[src/eirq_pkg.sv]
package eirq_pkg;

  // ----------------------------------------------------------------------------
  // Register addresses on the serial control port's internal register side.
  // ----------------------------------------------------------------------------
  localparam logic [7:0] EIRQ_ADDR_MASK_A   = 8'h03;
  localparam logic [7:0] EIRQ_ADDR_MASK_B   = 8'h04;
  localparam logic [7:0] EIRQ_ADDR_FLAGS_A  = 8'h05;
  localparam logic [7:0] EIRQ_ADDR_FLAGS_B  = 8'h06;
  localparam logic [7:0] EIRQ_ADDR_ROUTE_A  = 8'h07;
  localparam logic [7:0] EIRQ_ADDR_ROUTE_B  = 8'h08;
  localparam logic [7:0] EIRQ_ADDR_FRAMING  = 8'h09;
  localparam logic [7:0] EIRQ_ADDR_DLL_CTRL = 8'h0a;
  localparam logic [7:0] EIRQ_ADDR_WARN_CLR = 8'h0b;

  // ----------------------------------------------------------------------------
  // Reset values.
  // ----------------------------------------------------------------------------
  localparam logic [7:0] EIRQ_RST_MASK     = 8'h00;
  localparam logic [7:0] EIRQ_RST_ROUTE    = 8'h00;
  localparam logic [7:0] EIRQ_RST_FRAMING  = 8'h00;
  localparam logic [7:0] EIRQ_RST_DLL_CTRL = 8'h40;
  localparam logic [7:0] EIRQ_RST_WARN_CLR = 8'h39;
  localparam logic [7:0] EIRQ_RD_NONE      = 8'h00;

  // ----------------------------------------------------------------------------
  // Implemented bits of the event groups; all other bits read as zero.
  // ----------------------------------------------------------------------------
  localparam logic [7:0] EIRQ_IMPL_A = 8'h7c;
  localparam logic [7:0] EIRQ_IMPL_B = 8'hf6;

  // ----------------------------------------------------------------------------
  // Field positions.
  // ----------------------------------------------------------------------------
  localparam int EIRQ_BIT_SYNC_LOST    = 6;
  localparam int EIRQ_BIT_SYNC_LOCKED  = 5;
  localparam int EIRQ_BIT_SYNC_DONE    = 4;
  localparam int EIRQ_BIT_PLL_LOST     = 3;
  localparam int EIRQ_BIT_PLL_LOCKED   = 2;
  localparam int EIRQ_BIT_PARITY_FAIL  = 7;
  localparam int EIRQ_BIT_MISMATCH     = 6;
  localparam int EIRQ_BIT_DLL_WARNING  = 5;
  localparam int EIRQ_BIT_DLL_LOCKED   = 4;
  localparam int EIRQ_BIT_UNDERFLOW    = 2;
  localparam int EIRQ_BIT_OVERFLOW     = 1;
  localparam int EIRQ_BIT_PARITY_USE   = 5;
  localparam int EIRQ_BIT_FRAME_USE    = 4;
  localparam int EIRQ_FPF_HI           = 1;
  localparam int EIRQ_FPF_LO           = 0;
  localparam int EIRQ_BIT_DLL_EN       = 7;
  localparam int EIRQ_BIT_DUTY_CORR    = 6;
  localparam int EIRQ_BIT_PHASE_SIGN   = 3;
  localparam int EIRQ_BIT_CLEAR_WARN   = 7;

  // Frame pin function codes.
  localparam logic [1:0] EIRQ_FPF_NONE   = 2'h0;
  localparam logic [1:0] EIRQ_FPF_PARITY = 2'h1;
  localparam logic [1:0] EIRQ_FPF_FRAME  = 2'h2;

  // Locked phase is 90 degrees plus n steps of 11.25 degrees; 90 degrees is
  // eight steps, so the step count handed to the DLL is centred on eight.
  localparam logic [3:0] EIRQ_PHASE_CENTRE = 4'h8;

  // ----------------------------------------------------------------------------
  // Carriers.
  // ----------------------------------------------------------------------------
  typedef struct packed {
    logic       wr;
    logic       rd;
    logic [7:0] addr;
    logic [7:0] wdata;
  } eirq_reg_req_t;

  typedef struct packed {
    logic sync_lost;
    logic sync_locked;
    logic sync_done;
    logic pll_lost;
    logic pll_locked;
    logic parity_fail;
    logic pattern_mismatch;
    logic dll_warning;
    logic dll_locked;
    logic fifo_underflow;
    logic fifo_overflow;
  } eirq_events_t;

  typedef struct packed {
    logic near_either_end;
    logic at_start;
    logic at_end;
  } eirq_dll_warn_t;

endpackage

[src/eirq_sticky.sv]
module eirq_sticky
  import eirq_pkg::*;
#(
  parameter int WIDTH = 8
)
(
  input  wire logic             core_clk_in,
  input  wire logic             reset_n_in,
  input  wire logic [WIDTH-1:0] set_in,
  input  wire logic [WIDTH-1:0] clr_in,
  output logic      [WIDTH-1:0] q_out
);

  logic [WIDTH-1:0] q_reg;
  logic [WIDTH-1:0] q_next;

  // ----------------------------------------------------------------------------
  // Sticky bits: a set in the same cycle as a clear wins, so no event is lost.
  // ----------------------------------------------------------------------------
  genvar i;
  generate
    for (i = 0; i < WIDTH; i++)
    begin : g_bit
      always_comb
      begin
        q_next[i] = set_in[i] | (q_reg[i] & ~clr_in[i]);
      end
    end
  endgenerate

  always_ff @(posedge core_clk_in)
  begin
    if (!reset_n_in)
      q_reg <= '0;
    else
      q_reg <= q_next;
  end

  assign q_out = q_reg;

endmodule

[src/eirq_unit.sv]
// Operation
// [RULE1] Mask bits for alignment lost/locked/done (6..4), PLL lost/locked (3,2), reset 0.
// [RULE2] Second mask group: parity 7, mismatch 6, DLL warn 5, lock 4, FIFO 2, 1.
// [RULE3] Flag bits 6, 5, 4 set on alignment lost, locked and done.
// [RULE4] Flag bit 3 sets on PLL lock loss, bit 2 on PLL lock.
// [RULE5] Second flag bit 7 sets on input parity failure.
// [RULE6] Second flag bit 6 sets on sample pattern mismatch.
// [RULE7] Second flag bit 5 sets on DLL warning, bit 4 on DLL lock.
// [RULE8] Second flag bit 2 sets when FIFO read pointer meets write pointer.
// [RULE9] Second flag bit 1 sets when FIFO write pointer meets read pointer.
// [RULE10] Route bit per event: 0 sends it to pin A, 1 to pin B.
// [RULE11] Software sets parity usage bit 5 whenever input parity is checked.
// [RULE12] Software sets frame usage bit 4 whenever the frame input is used.
// [RULE13] Frame pin field: 0 nothing, 1 parity, 2 frame, 3 reserved.
// [RULE14] Enabled DLL locks at 90 plus n times 11.25 degrees, n signed-magnitude.
// [RULE15] Duty cycle correction on while control bit 6 is 1, its reset value.
// [RULE16] Writing 1 to warning-clear bit 7 clears the three DLL warning bits.
// [RULE17] Software keeps reserved warning-clear bits 6:0 at their default value.
// [RULE18] Warning bits: near either end, at beginning, at end of delay line.
// [RULE19] Each pin is active while any event routed to it is flagged and enabled.
// [RULE20] Event flags stay set until device reset.
module eirq_unit
  import eirq_pkg::*;
(
  input  wire logic           core_clk_in,
  input  wire logic           reset_n_in,
  input  wire eirq_reg_req_t  reg_req_in,
  input  wire eirq_events_t   events_in,
  input  wire eirq_dll_warn_t dll_warn_in,
  output logic [7:0]          reg_rdata_out,
  output logic                reg_rvalid_out,
  output logic                interrupt_out_a,
  output logic                interrupt_out_b,
  output logic                parity_in_use_out,
  output logic                frame_in_use_out,
  output logic                pin_as_parity_out,
  output logic                pin_as_frame_out,
  output logic                dll_enable_out,
  output logic [3:0]          dll_phase_steps_out,
  output logic                duty_correction_out,
  output eirq_dll_warn_t      dll_warn_status_out
);

  // ----------------------------------------------------------------------------
  // Register state.
  // ----------------------------------------------------------------------------
  logic [7:0] mask_a_reg;
  logic [7:0] mask_a_next;
  logic [7:0] mask_b_reg;
  logic [7:0] mask_b_next;
  logic [7:0] route_a_reg;
  logic [7:0] route_a_next;
  logic [7:0] route_b_reg;
  logic [7:0] route_b_next;
  logic [7:0] framing_reg;
  logic [7:0] framing_next;
  logic [7:0] dll_ctrl_reg;
  logic [7:0] dll_ctrl_next;
  logic [7:0] warn_clr_reg;
  logic [7:0] warn_clr_next;
  logic [7:0] rdata_reg;
  logic [7:0] rdata_next;
  logic       rvalid_reg;
  logic       rvalid_next;
  logic       irq_a_reg;
  logic       irq_a_next;
  logic       irq_b_reg;
  logic       irq_b_next;
  logic       pin_par_reg;
  logic       pin_par_next;
  logic       pin_frm_reg;
  logic       pin_frm_next;
  logic [3:0] phase_reg;
  logic [3:0] phase_next;

  logic [15:0] flag_set;
  logic [15:0] flag_q;
  logic [7:0]  flags_a;
  logic [7:0]  flags_b;
  logic [2:0]  warn_clr_pulse;
  logic [2:0]  warn_q;
  logic [7:0]  pend_a;
  logic [7:0]  pend_b;

  function automatic logic is_write(input eirq_reg_req_t req, input logic [7:0] addr);
    is_write = req.wr && (req.addr == addr);
  endfunction

  // Signed-magnitude offset around the 90 degree centre, in 11.25 degree steps.
  function automatic logic [3:0] phase_steps(input logic [3:0] n);
    phase_steps = n[EIRQ_BIT_PHASE_SIGN] ? EIRQ_PHASE_CENTRE - {1'b0, n[2:0]}
                                         : EIRQ_PHASE_CENTRE + {1'b0, n[2:0]};
  endfunction

  // ----------------------------------------------------------------------------
  // Event flags.
  // ----------------------------------------------------------------------------
  always_comb
  begin
    flag_set = '0;
    flag_set[8 + EIRQ_BIT_SYNC_LOST]   = events_in.sync_lost;         // [RULE3]
    flag_set[8 + EIRQ_BIT_SYNC_LOCKED] = events_in.sync_locked;       // [RULE3]
    flag_set[8 + EIRQ_BIT_SYNC_DONE]   = events_in.sync_done;         // [RULE3]
    flag_set[8 + EIRQ_BIT_PLL_LOST]    = events_in.pll_lost;          // [RULE4]
    flag_set[8 + EIRQ_BIT_PLL_LOCKED]  = events_in.pll_locked;        // [RULE4]
    flag_set[EIRQ_BIT_PARITY_FAIL]     = events_in.parity_fail;       // [RULE5]
    flag_set[EIRQ_BIT_MISMATCH]        = events_in.pattern_mismatch;  // [RULE6]
    flag_set[EIRQ_BIT_DLL_WARNING]     = events_in.dll_warning;       // [RULE7]
    flag_set[EIRQ_BIT_DLL_LOCKED]      = events_in.dll_locked;        // [RULE7]
    flag_set[EIRQ_BIT_UNDERFLOW]       = events_in.fifo_underflow;    // [RULE8]
    flag_set[EIRQ_BIT_OVERFLOW]        = events_in.fifo_overflow;     // [RULE9]
  end

  // No software clear exists for the flags, so they hold until reset.
  eirq_sticky #(
    .WIDTH (16)
  ) u_flags (
    .core_clk_in (core_clk_in),
    .reset_n_in  (reset_n_in),
    .set_in      (flag_set),
    .clr_in      (16'h0000),  // [RULE20]
    .q_out       (flag_q)
  );

  assign flags_a = flag_q[15:8] & EIRQ_IMPL_A;
  assign flags_b = flag_q[7:0] & EIRQ_IMPL_B;

  // ----------------------------------------------------------------------------
  // Receiver DLL warning status, cleared by the warning-clear control.
  // ----------------------------------------------------------------------------
  assign warn_clr_pulse = {3{is_write(reg_req_in, EIRQ_ADDR_WARN_CLR)
                             && reg_req_in.wdata[EIRQ_BIT_CLEAR_WARN]}};  // [RULE16]

  eirq_sticky #(
    .WIDTH (3)
  ) u_warn (
    .core_clk_in (core_clk_in),
    .reset_n_in  (reset_n_in),
    .set_in      (dll_warn_in),  // [RULE18]
    .clr_in      (warn_clr_pulse),
    .q_out       (warn_q)
  );

  assign dll_warn_status_out = warn_q;

  // ----------------------------------------------------------------------------
  // Register file and derived outputs.
  // ----------------------------------------------------------------------------
  assign pend_a = flags_a & mask_a_reg;
  assign pend_b = flags_b & mask_b_reg;

  always_comb
  begin
    mask_a_next   = mask_a_reg;
    mask_b_next   = mask_b_reg;
    route_a_next  = route_a_reg;
    route_b_next  = route_b_reg;
    framing_next  = framing_reg;
    dll_ctrl_next = dll_ctrl_reg;
    warn_clr_next = warn_clr_reg;
    if (is_write(reg_req_in, EIRQ_ADDR_MASK_A))
      mask_a_next = reg_req_in.wdata & EIRQ_IMPL_A;    // [RULE1]
    if (is_write(reg_req_in, EIRQ_ADDR_MASK_B))
      mask_b_next = reg_req_in.wdata & EIRQ_IMPL_B;    // [RULE2]
    if (is_write(reg_req_in, EIRQ_ADDR_ROUTE_A))
      route_a_next = reg_req_in.wdata & EIRQ_IMPL_A;   // [RULE10]
    if (is_write(reg_req_in, EIRQ_ADDR_ROUTE_B))
      route_b_next = reg_req_in.wdata & EIRQ_IMPL_B;   // [RULE10]
    if (is_write(reg_req_in, EIRQ_ADDR_FRAMING))
      framing_next = reg_req_in.wdata & 8'h33;
    if (is_write(reg_req_in, EIRQ_ADDR_DLL_CTRL))
      dll_ctrl_next = reg_req_in.wdata & 8'hcf;
    if (is_write(reg_req_in, EIRQ_ADDR_WARN_CLR))
      warn_clr_next = reg_req_in.wdata;
    // Decoded outputs follow the stored fields so both change on one edge.
    pin_par_next = framing_next[EIRQ_FPF_HI:EIRQ_FPF_LO] == EIRQ_FPF_PARITY;  // [RULE13]
    pin_frm_next = framing_next[EIRQ_FPF_HI:EIRQ_FPF_LO] == EIRQ_FPF_FRAME;   // [RULE13]
    phase_next   = phase_steps(dll_ctrl_next[3:0]);                          // [RULE14]
    irq_a_next   = |(pend_a & ~route_a_reg) | |(pend_b & ~route_b_reg);      // [RULE19]
    irq_b_next   = |(pend_a & route_a_reg) | |(pend_b & route_b_reg);        // [RULE19]
    rvalid_next  = reg_req_in.rd;
    rdata_next   = rdata_reg;
    if (reg_req_in.rd)
    begin
      case (reg_req_in.addr)
        EIRQ_ADDR_MASK_A:   rdata_next = mask_a_reg;
        EIRQ_ADDR_MASK_B:   rdata_next = mask_b_reg;
        EIRQ_ADDR_FLAGS_A:  rdata_next = flags_a;
        EIRQ_ADDR_FLAGS_B:  rdata_next = flags_b;
        EIRQ_ADDR_ROUTE_A:  rdata_next = route_a_reg;
        EIRQ_ADDR_ROUTE_B:  rdata_next = route_b_reg;
        EIRQ_ADDR_FRAMING:  rdata_next = framing_reg;
        EIRQ_ADDR_DLL_CTRL: rdata_next = dll_ctrl_reg;
        EIRQ_ADDR_WARN_CLR: rdata_next = warn_clr_reg;
        default:            rdata_next = EIRQ_RD_NONE;
      endcase
    end
  end

  always_ff @(posedge core_clk_in)
  begin
    if (!reset_n_in)
    begin
      mask_a_reg   <= EIRQ_RST_MASK;
      mask_b_reg   <= EIRQ_RST_MASK;
      route_a_reg  <= EIRQ_RST_ROUTE;
      route_b_reg  <= EIRQ_RST_ROUTE;
      framing_reg  <= EIRQ_RST_FRAMING;
      dll_ctrl_reg <= EIRQ_RST_DLL_CTRL;  // [RULE15]
      warn_clr_reg <= EIRQ_RST_WARN_CLR;
      rdata_reg    <= EIRQ_RD_NONE;
      rvalid_reg   <= 1'b0;
      irq_a_reg    <= 1'b0;
      irq_b_reg    <= 1'b0;
      pin_par_reg  <= 1'b0;
      pin_frm_reg  <= 1'b0;
      phase_reg    <= EIRQ_PHASE_CENTRE;
    end
    else
    begin
      mask_a_reg   <= mask_a_next;
      mask_b_reg   <= mask_b_next;
      route_a_reg  <= route_a_next;
      route_b_reg  <= route_b_next;
      framing_reg  <= framing_next;
      dll_ctrl_reg <= dll_ctrl_next;
      warn_clr_reg <= warn_clr_next;
      rdata_reg    <= rdata_next;
      rvalid_reg   <= rvalid_next;
      irq_a_reg    <= irq_a_next;
      irq_b_reg    <= irq_b_next;
      pin_par_reg  <= pin_par_next;
      pin_frm_reg  <= pin_frm_next;
      phase_reg    <= phase_next;
    end
  end

  assign reg_rdata_out       = rdata_reg;
  assign reg_rvalid_out      = rvalid_reg;
  assign interrupt_out_a     = irq_a_reg;
  assign interrupt_out_b     = irq_b_reg;
  assign parity_in_use_out   = framing_reg[EIRQ_BIT_PARITY_USE];
  assign frame_in_use_out    = framing_reg[EIRQ_BIT_FRAME_USE];
  assign pin_as_parity_out   = pin_par_reg;
  assign pin_as_frame_out    = pin_frm_reg;
  assign dll_enable_out      = dll_ctrl_reg[EIRQ_BIT_DLL_EN];
  assign dll_phase_steps_out = phase_reg;
  assign duty_correction_out = dll_ctrl_reg[EIRQ_BIT_DUTY_CORR];
endmodule

[config.mk]
export PLATFORM = sky130hd
export DESIGN_NAME = eirq_unit
export DESIGN_NICKNAME = d
export VERILOG_FILES = /design/src/eirq_pkg.sv /design/src/eirq_sticky.sv /design/src/eirq_unit.sv
export SDC_FILE = /design/constraint.sdc
export NUM_CORES = 1
export LEC_CHECK = 0
export ABC_AREA = 1
export BUFFER_PORTS_ARGS = -buffer_cell sky130_fd_sc_hd__buf_2
export CAP_MARGIN = 20
export CORE_MARGIN = 10
export CORE_UTILIZATION = 55
export DETAILED_ROUTE_END_ITERATION = 10
export PLACE_DENSITY = 0.78
export SYNTH_ARGS = -nofsm -noshare
export SYNTH_HDL_FRONTEND = slang
export SYNTH_SLANG_ARGS = --single-unit
[constraint.sdc]
create_clock -name core_clk_in -period 1.7 [get_ports core_clk_in]
set_input_delay 0.255 -clock core_clk_in [delete_from_list [all_inputs] [get_ports core_clk_in]]
set_output_delay 0.255 -clock core_clk_in [all_outputs]
set_load 0.05 [all_outputs]
After elaboration in Yosys (flattened, before gate mapping)
Index checks and enable logic that the tools add are counted.
{"block": "word_totals", "reg_bits": 71, "inputBits": 34, "out_inout_bits": 24}
{"block": "classes", "n_addsub": 2, "eq_ne": 11, "n_mux": 4, "n_bitwise": 28, "n_reduce_logical": 12}
{"operator": "$pmux 8 s9", "n": 1}
{"operator": "$eq 8x3->1 const B", "n": 4}
{"operator": "$eq 8x4->1 const B", "n": 4}
{"operator": "$reduce_or 8->1", "n": 4}
{"operator": "$and 8x8->8", "n": 3}
{"operator": "$or 1x1->1", "n": 16}
{"operator": "$and 7x7->7", "n": 2}
{"operator": "$and 7x8->8", "n": 1}
{"operator": "$eq 8x2->1 const B", "n": 1}
{"operator": "$logic_and 1x1->1", "n": 8}
{"operator": "$mux 4", "n": 2}
{"operator": "$not 7->8", "n": 1}
{"operator": "$not 8->8", "n": 1}
{"operator": "$add 4x3->4 const A", "n": 1}
{"operator": "$sub 4x3->4 const A", "n": 1}
{"operator": "$and 1x1->1", "n": 3}
{"operator": "$eq 2x1->1 const B", "n": 1}
{"operator": "$eq 2x2->1 const B", "n": 1}
{"operator": "$mux 2", "n": 1}
{"operator": "$not 1->1", "n": 1}

Depth between registers and ports, before layout
Gate-level depths: netlist (run 1).
{"block": "logic_depth", "ltp_word": 6, "mapped_depth": 14, "depth_no_buf": 14}

Hierarchy
Synthesis (run 1) repeated with hierarchy kept, for this count alone.
{"block": "hier_totals", "cells_unflattened": 502, "hier_area_um2": 3479.6}
{"mod": "eirq_unit", "n_inst": 1, "cells_each": 404, "area_each_um2": 2733.9}
{"mod": "eirq_sticky (u_flags)", "n_inst": 1, "cells_each": 82, "area_each_um2": 633.1}
{"mod": "eirq_sticky (u_warn)", "n_inst": 1, "cells_each": 16, "area_each_um2": 112.6}

Worst setup path after synthesis (run 1)
No wires, ideal clock.
{"block": "synth_path", "path_kind": "input port to flip-flop", "start": "in reg_req_in[10] (netlist bit)", "end": "reg phase_reg[2] (netlist: dll_phase_steps_out[2])", "arrival_time_ns": 1.457, "slack_ns": 0.135, "path_stages": 14, "cell_sequence": "inv_2 -> nand2_2 -> nor2_4 -> nand2_4 -> nor2_8 -> inv_2 -> nand2_1 -> o21ai_1 -> ha_1 -> nand3b_1 -> clkinv_1 -> nand2_1 -> nand2_1 -> inv_1"}
{"block": "synth_between", "elab_chain_len": 5}
{"item": "from (decl)", "line_no": "eirq_unit.sv:27", "text": "input wire eirq_reg_req_t reg_req_in,"}
{"item": "$eq 8x4->1 *", "line_no": "eirq_unit.sv:86", "text": "is_write = req.wr && (req.addr == addr);"}
{"item": "$logic_and 1x1->1 *", "line_no": "eirq_unit.sv:86"}
{"item": "$mux 4 *", "line_no": "eirq_unit.sv:171", "text": "if (is_write(reg_req_in, EIRQ_ADDR_DLL_CTRL))"}
{"item": "$add 4x3->4 or $sub 4x3->4 (tied branches)", "line_no": "eirq_unit.sv:92, eirq_unit.sv:91"}
{"item": "$mux 4 *", "line_no": "eirq_unit.sv:91", "text": "phase_steps = n[EIRQ_BIT_PHASE_SIGN] ? EIRQ_PHASE_CENTRE - {1'b0, n[2:0]}"}
{"item": "to (signal assigned)", "line_no": "eirq_unit.sv:234", "text": "phase_reg <= phase_next;"}
{"item": "to (decl)", "line_no": "eirq_unit.sv:73", "text": "logic [3:0] phase_reg;"}
Every way passes the cells marked *; elsewhere a longest branch is shown, timed or not.
A chain may end at the register's enable or synchronous reset.

Final worst setup path (run 1)
{"block": "layout_path", "start": "in reg_req_in[8] (netlist bit)", "end": "reg phase_reg[2] (netlist: dll_phase_steps_out[2])"}
The elaborated chain is that of the path after synthesis.

==> run metrics, run 1 <==
filler cell count 505; Synth Flop Type dfxtp_1; register bit total from synthesis 70; crit share post-route 81.71%; share of the synthesized area in the top cell type 44.23%; RSZ-0062 raised after global routing false; share of cells above drive strength 1 21.32%; diode count 0; crit path max fanout 6; worst-case clock buffer depth 2; most frequent cells in the layout dfxtp_1, nand2_1, nor2_1, buf_2, nand3_1; HPWL after DPL 6690 um; clock slew at reported path FFs 0.08 ns; DR DRC count 0; relative slew slack 73.22%; Post-synth EDFFs 0; register area share after synthesis 44.23%; initial antenna violation count 0; vias in the first global route 3009; Die ar. 9196 sq um; Area Overhead vs Synth 19.67%; status completed; YS warnings 0; per-cell routed wire length 15.01 um; Crit path arrival time 1.65 ns; Crit Path Class in -> reg; global-route wire length before repair 14260 um; TritonCTS clock tree yes; Synth cell types 29; Synth Instances 445; Synth area leaders dfxtp_1, nand3_1, nand2_1, nor2_1, a21oi_1; Slowest cell on crit path ha_1; Core Box Area 5540 sq um; Setup TNS 0 ns; DP Cell Count 572; Clock Root Buffer clkbuf_8; Cell Chain, Critical Path buf_2 > inv_2 > nand2_1 > nor2_4 > nand2_4 > nor2_8 > inv_2 > nand2_1 > o21ai_1 > ha_1 > nand3b_1 > clkinv_1 > nand2_1 > nand2_1 > inv_1; max-cap violation count 0; Post-CTS Setup Bufs 0; Worst EP required 1.96 ns; gp weighted congestion 0.9137; gr ovfl total 0; Leak 1.723 nW; Synth Net Count 480; crit end category flip-flop; final wirelength 8825 um; Worst-Margin Slew 0.4003 ns; Non-Filler Instances 588; max reg flops 11; Top delay family on crit path simple AND/OR/NAND/NOR gates; NumNets Final 546; DRT Pass-1 Iters 6; GRT Overall Usage 19.82%; Core Rows 27; asr flop ratio synth 0%; DR iter-0 viols 236; Fin Clk Skew 0.01071 ns; cts bufs inserted 9; IO Port Bufs 57; PostCTS Resize Cnt 0; endpoints failing hold 0; H-tree levels 3; DIE HEIGHT 95.90 um; I/O pin total 58; Detail Route Antenna Nets 0; vias 3186; Avg Inst Size Synth 7.119 sq um; most used cell, CP nand2_1; pin count of the biggest net entering global routing 34; Worst-Skew Late Latency 0.36 ns; HP Class in -> reg; Buf+Inv Stages, Crit Path 5; commonest non-fill, non-tap cell in the layout dfxtp_1; Peak VDD IR 0.5304 mV; hold_buf cts 0; final slew viol count 0; Synth Cell Area 3168 sq um; CP peak stage delay 0.19 ns; starting density of the core 57.18%; power per cell area 871.0 nW/um^2; Vias/cell 5.418; Startpoint Class input pin; final setup fails 0; top achievable clock speed 719.9 MHz; post-synth top area cell dfxtp_1; Sink Count 70; min Tclk post-route 1.389 ns; DIE WIDTH 95.90 um
kinds of logic after synthesis:
kind of cell	synth area share [%]
buf+inv	8.886
compound gates	16.11
simple gates	30.37
fa+ha+maj	0.3949
flops	44.23
routing by layer:
metal	vias up	part of all wire [%]	global-route usage [%]
met4	0	3.1	10.32
met1	1434	44	25.70
li1	1585	-	-
met2	141	43	29.91
met3	26	9.4	4.825
met5	-	0	0
path summary, 6_finish.rpt:
kind                            slack [ns]  cells past startpoint                endpoint              from
worst max-delay path                  0.31                     15  dll_phase_steps_out[2]     reg_req_in[8]
worst min-delay path                   0.1                      3         u_warn.q_out[0]    dll_warn_in[0]
worst max register to register        0.50                      7  dll_phase_steps_out[2]   dll_ctrl_reg[0]
worst min register to register        0.47                      2        reg_rdata_out[7]  reg_rdata_out[7]
metrics by stage:
stage / instance area (sq um) / hold slack (ns) / utilization [%] / worst slack (ns) / power [mW]
finish: 3791 / 0.09630 / 68.43 / 0.3110 / 3.302
global route: 3791 / 0.1127 / 68.43 / 0.1495 / 3.395
CTS: 3791 / 0.09505 / 68.43 / 0.3220 / 3.308
detailed placement: 3591 / 0.4608 / 64.81 / -0.04506 / 1.962
global placement: 3591 / 0.4487 / 64.81 / 0.04613 / 1.956
floorplan: 3168 / 0.3708 / - / 0.1345 / 1.855
cell type report:
class	instances	area (sq um)	area share, %
multi-input cells	303	1485	39.17
inverters	59	221.5	5.842
repair buffers	68	392.9	10.36
clock buffers	12	155.1	4.092
flip-flops and latches	70	1401	36.96
clock inverters	4	45.04	1.188
well taps	72	90.09	2.376
synth_stat cells, types with 2 or more instances:
cell,n
inv_2,9
a21oi_1,41
a31oi_1,2
o21ai_1,13
o211ai_1,4
nand3_2,2
buf_2,3
dfxtp_1,70
nand4_1,3
inv_1,49
nand3_1,53
nand2_1,69
nor3_1,5
nand2_2,5
clkbuf_1,7
nor2_8,2
o21ai_0,30
a211oi_1,4
nor2_1,57
nor2_4,4
nor2_2,4
buf_4,2
report_power, final:
group / internal (mW) / total [mW] / switching (mW)
sequential: 1.67 / 1.69 / 0.0257
clock: 0.751 / 1.38 / 0.625
combinational: 0.0746 / 0.233 / 0.159
total: 2.49 / 3.30 / 0.810
worst reg2reg max path, stage by stage (launching register included):
cell and delay [ns]:
dfxtp_1 0.38, o21ai_1 0.14, ha_1 0.21, nand3b_1 0.19
clkinv_1 0.06, nand2_1 0.04, nand2_1 0.05, inv_1 0.04
No activity file was read; power rests on OpenSTA's default activity.
==> inputs of run 2 (changes only) <==
- clock period: 1.7 -> 1.3 ns (I/O delays scaled with it)
==> run 2 against run 1 <==
Non-clock buffer count up 20. Via count is 5.0% higher. Worst hold slack got worse by 0.052 ns. Core utilization up 5.4 points. Sequential share of layout area fell by 2.7 points. Wire length grew 7.6%.
==> run metrics, run 2 (synthesis gave the netlist of run 1 again) <==
max reg flops 11; Area Overhead vs Synth 29.19%; DIE WIDTH 95.90 um; pin count of the biggest net entering global routing 40; setup slack after layout 0.03075 ns; Fin Clk Skew 0.009058 ns; Multi-input gate area 1560 sq um; worst-case clock buffer depth 2; RSZ-0062 raised after global routing true; Die ar. 9196 sq um; DIE HEIGHT 95.90 um; Top Usage Layer GRT met2; GRT Overall Usage 20.35%; I/O pin total 58; Core Rows 27; IO Port Bufs 57; power per cell area 1073 nW/um^2; diode count 0; M3 GR Usage 4.280%; DR iter-0 viols 288; commonest non-fill, non-tap cell in the layout dfxtp_1; clock slew at reported path FFs 0.07 ns; crit share post-route 97.63%; initial antenna violation count 0; flip-flop and latch area 1401 sq um; Crit path arrival time 1.52 ns; Setup TNS 0 ns; DR DRC count 0; post-route cell area 4093 sq um; HP Class in -> reg; gr ovfl total 0; HPWL after DPL 6864 um; vias 3344; crit path max fanout 4; most frequent cells in the layout dfxtp_1, nand2_1, nor2_1, nand3_1, buf_2; Sink Count 70; min Tclk post-route 1.269 ns; Peak VDD IR 1.004 mV; NumNets Final 567; endpoints failing hold 0; Placed Area 3770 sq um; per-cell routed wire length 15.60 um; Worst-Skew Late Latency 0.35 ns; top achievable clock speed 787.9 MHz; Design Power 4.391 mW; status completed; starting density of the core 57.18%; Worst EP required 1.55 ns; grt met2 use 31.77%; Leak 1.858 nW; share of cells above drive strength 1 26.44%; final setup fails 0; H-tree levels 3; filler cell count 437; Startpoint Class input pin; global-route wire length before repair 14830 um; Core Box Area 5540 sq um; Crit Path Class in -> reg; Place WS -0.3615 ns; hold_buf cts 0; Worst-Margin Slew 0.3041 ns; Clock Root Buffer clkbuf_8; cts bufs inserted 9; gp weighted congestion 0.8717; max-cap violation count 0; DRT Pass-1 Iters 7; Vias/cell 5.491; Detail Route Antenna Nets 0; vias in the first global route 3207; relative slew slack 79.57%; crit end category flip-flop; final wirelength 9499 um; GR Util met1 26.76%; R2R setup slack 0.08 ns; TritonCTS clock tree yes; final slew viol count 0
## run 2: changes by cell type in the layout (fill, tap and decap cells not counted), moves of 4 or more
| cell | previous run | this run |
|---|---|---|
| nand2_1 | 69 | 64 |
| nand2_4 | 1 | 5 |
| buf_2 | 57 | 51 |
| buf_6 | 0 | 5 |
| inv_4 | 0 | 4 |
| buf_4 | 9 | 29 |
## run 2: layout make-up
cell class                      count  share of cell area (%)
Timing Repair Buffer               88                   14.28
Clock inverter                      3                   1.039
Clock buffer                       13                   3.883
Multi-Input combinational cell    304                   38.12
Inverter                           59                   6.237
Sequential cell                    70                   34.24
Tap cell                           72                   2.201
## run 2: path summary, 6_finish.rpt
kind,start,endpoint,depth (start not counted)
setup / recovery,reg_req_in[10],dll_phase_steps_out[2],15
hold / removal,events_in[5],u_flags.q_out[7],3
setup reg to reg,dll_ctrl_reg[1],dll_phase_steps_out[2],9
hold reg to reg,reg_rdata_out[1],reg_rdata_out[1],2
## run 2: per-layer routing
layer  wire length [um]  vias to the layer above
met5                  0                        -
met4                153                        0
met3                859                       17
met2               4372                      172
met1               4113                     1525
li1                   -                     1630
## run 2: repair_timing
action                     CTS  global route
buffers inserted             0             5
setup endpoints to repair    0            21
resized for setup            0            24
## run 2: report_power, final
group          switching, mW  internal [mW]  total, mW  leakage, nW
logic                  0.234          0.135      0.369         1.19
registers             0.0354           2.18       2.22        0.569
clock network          0.817          0.990       1.81       0.0996
total                   1.09           3.30       4.39         1.86
## run 2: stage by stage
stage	utilization (%)	hold WS, ns	cells
after floorplan	-	0.3108	445
after global placement	68.04	0.3944	587
after detailed placement	68.04	0.4059	587
after CTS	71.68	0.03845	603
after global routing	73.87	0.05765	609
final	73.87	0.04417	609
## run 2: worst max-delay path, stage by stage
cell and delay [ns]:
buf_8 0.10, inv_4 0.05, nand2_4 0.05, nor2_4 0.15, nand2_4 0.09, nor2_8 0.12, inv_4 0.06, nand2_4 0.07
o21ai_4 0.06, ha_2 0.16, nand3b_1 0.20, inv_2 0.08, nand2_2 0.04, nand2_2 0.06, inv_2 0.03
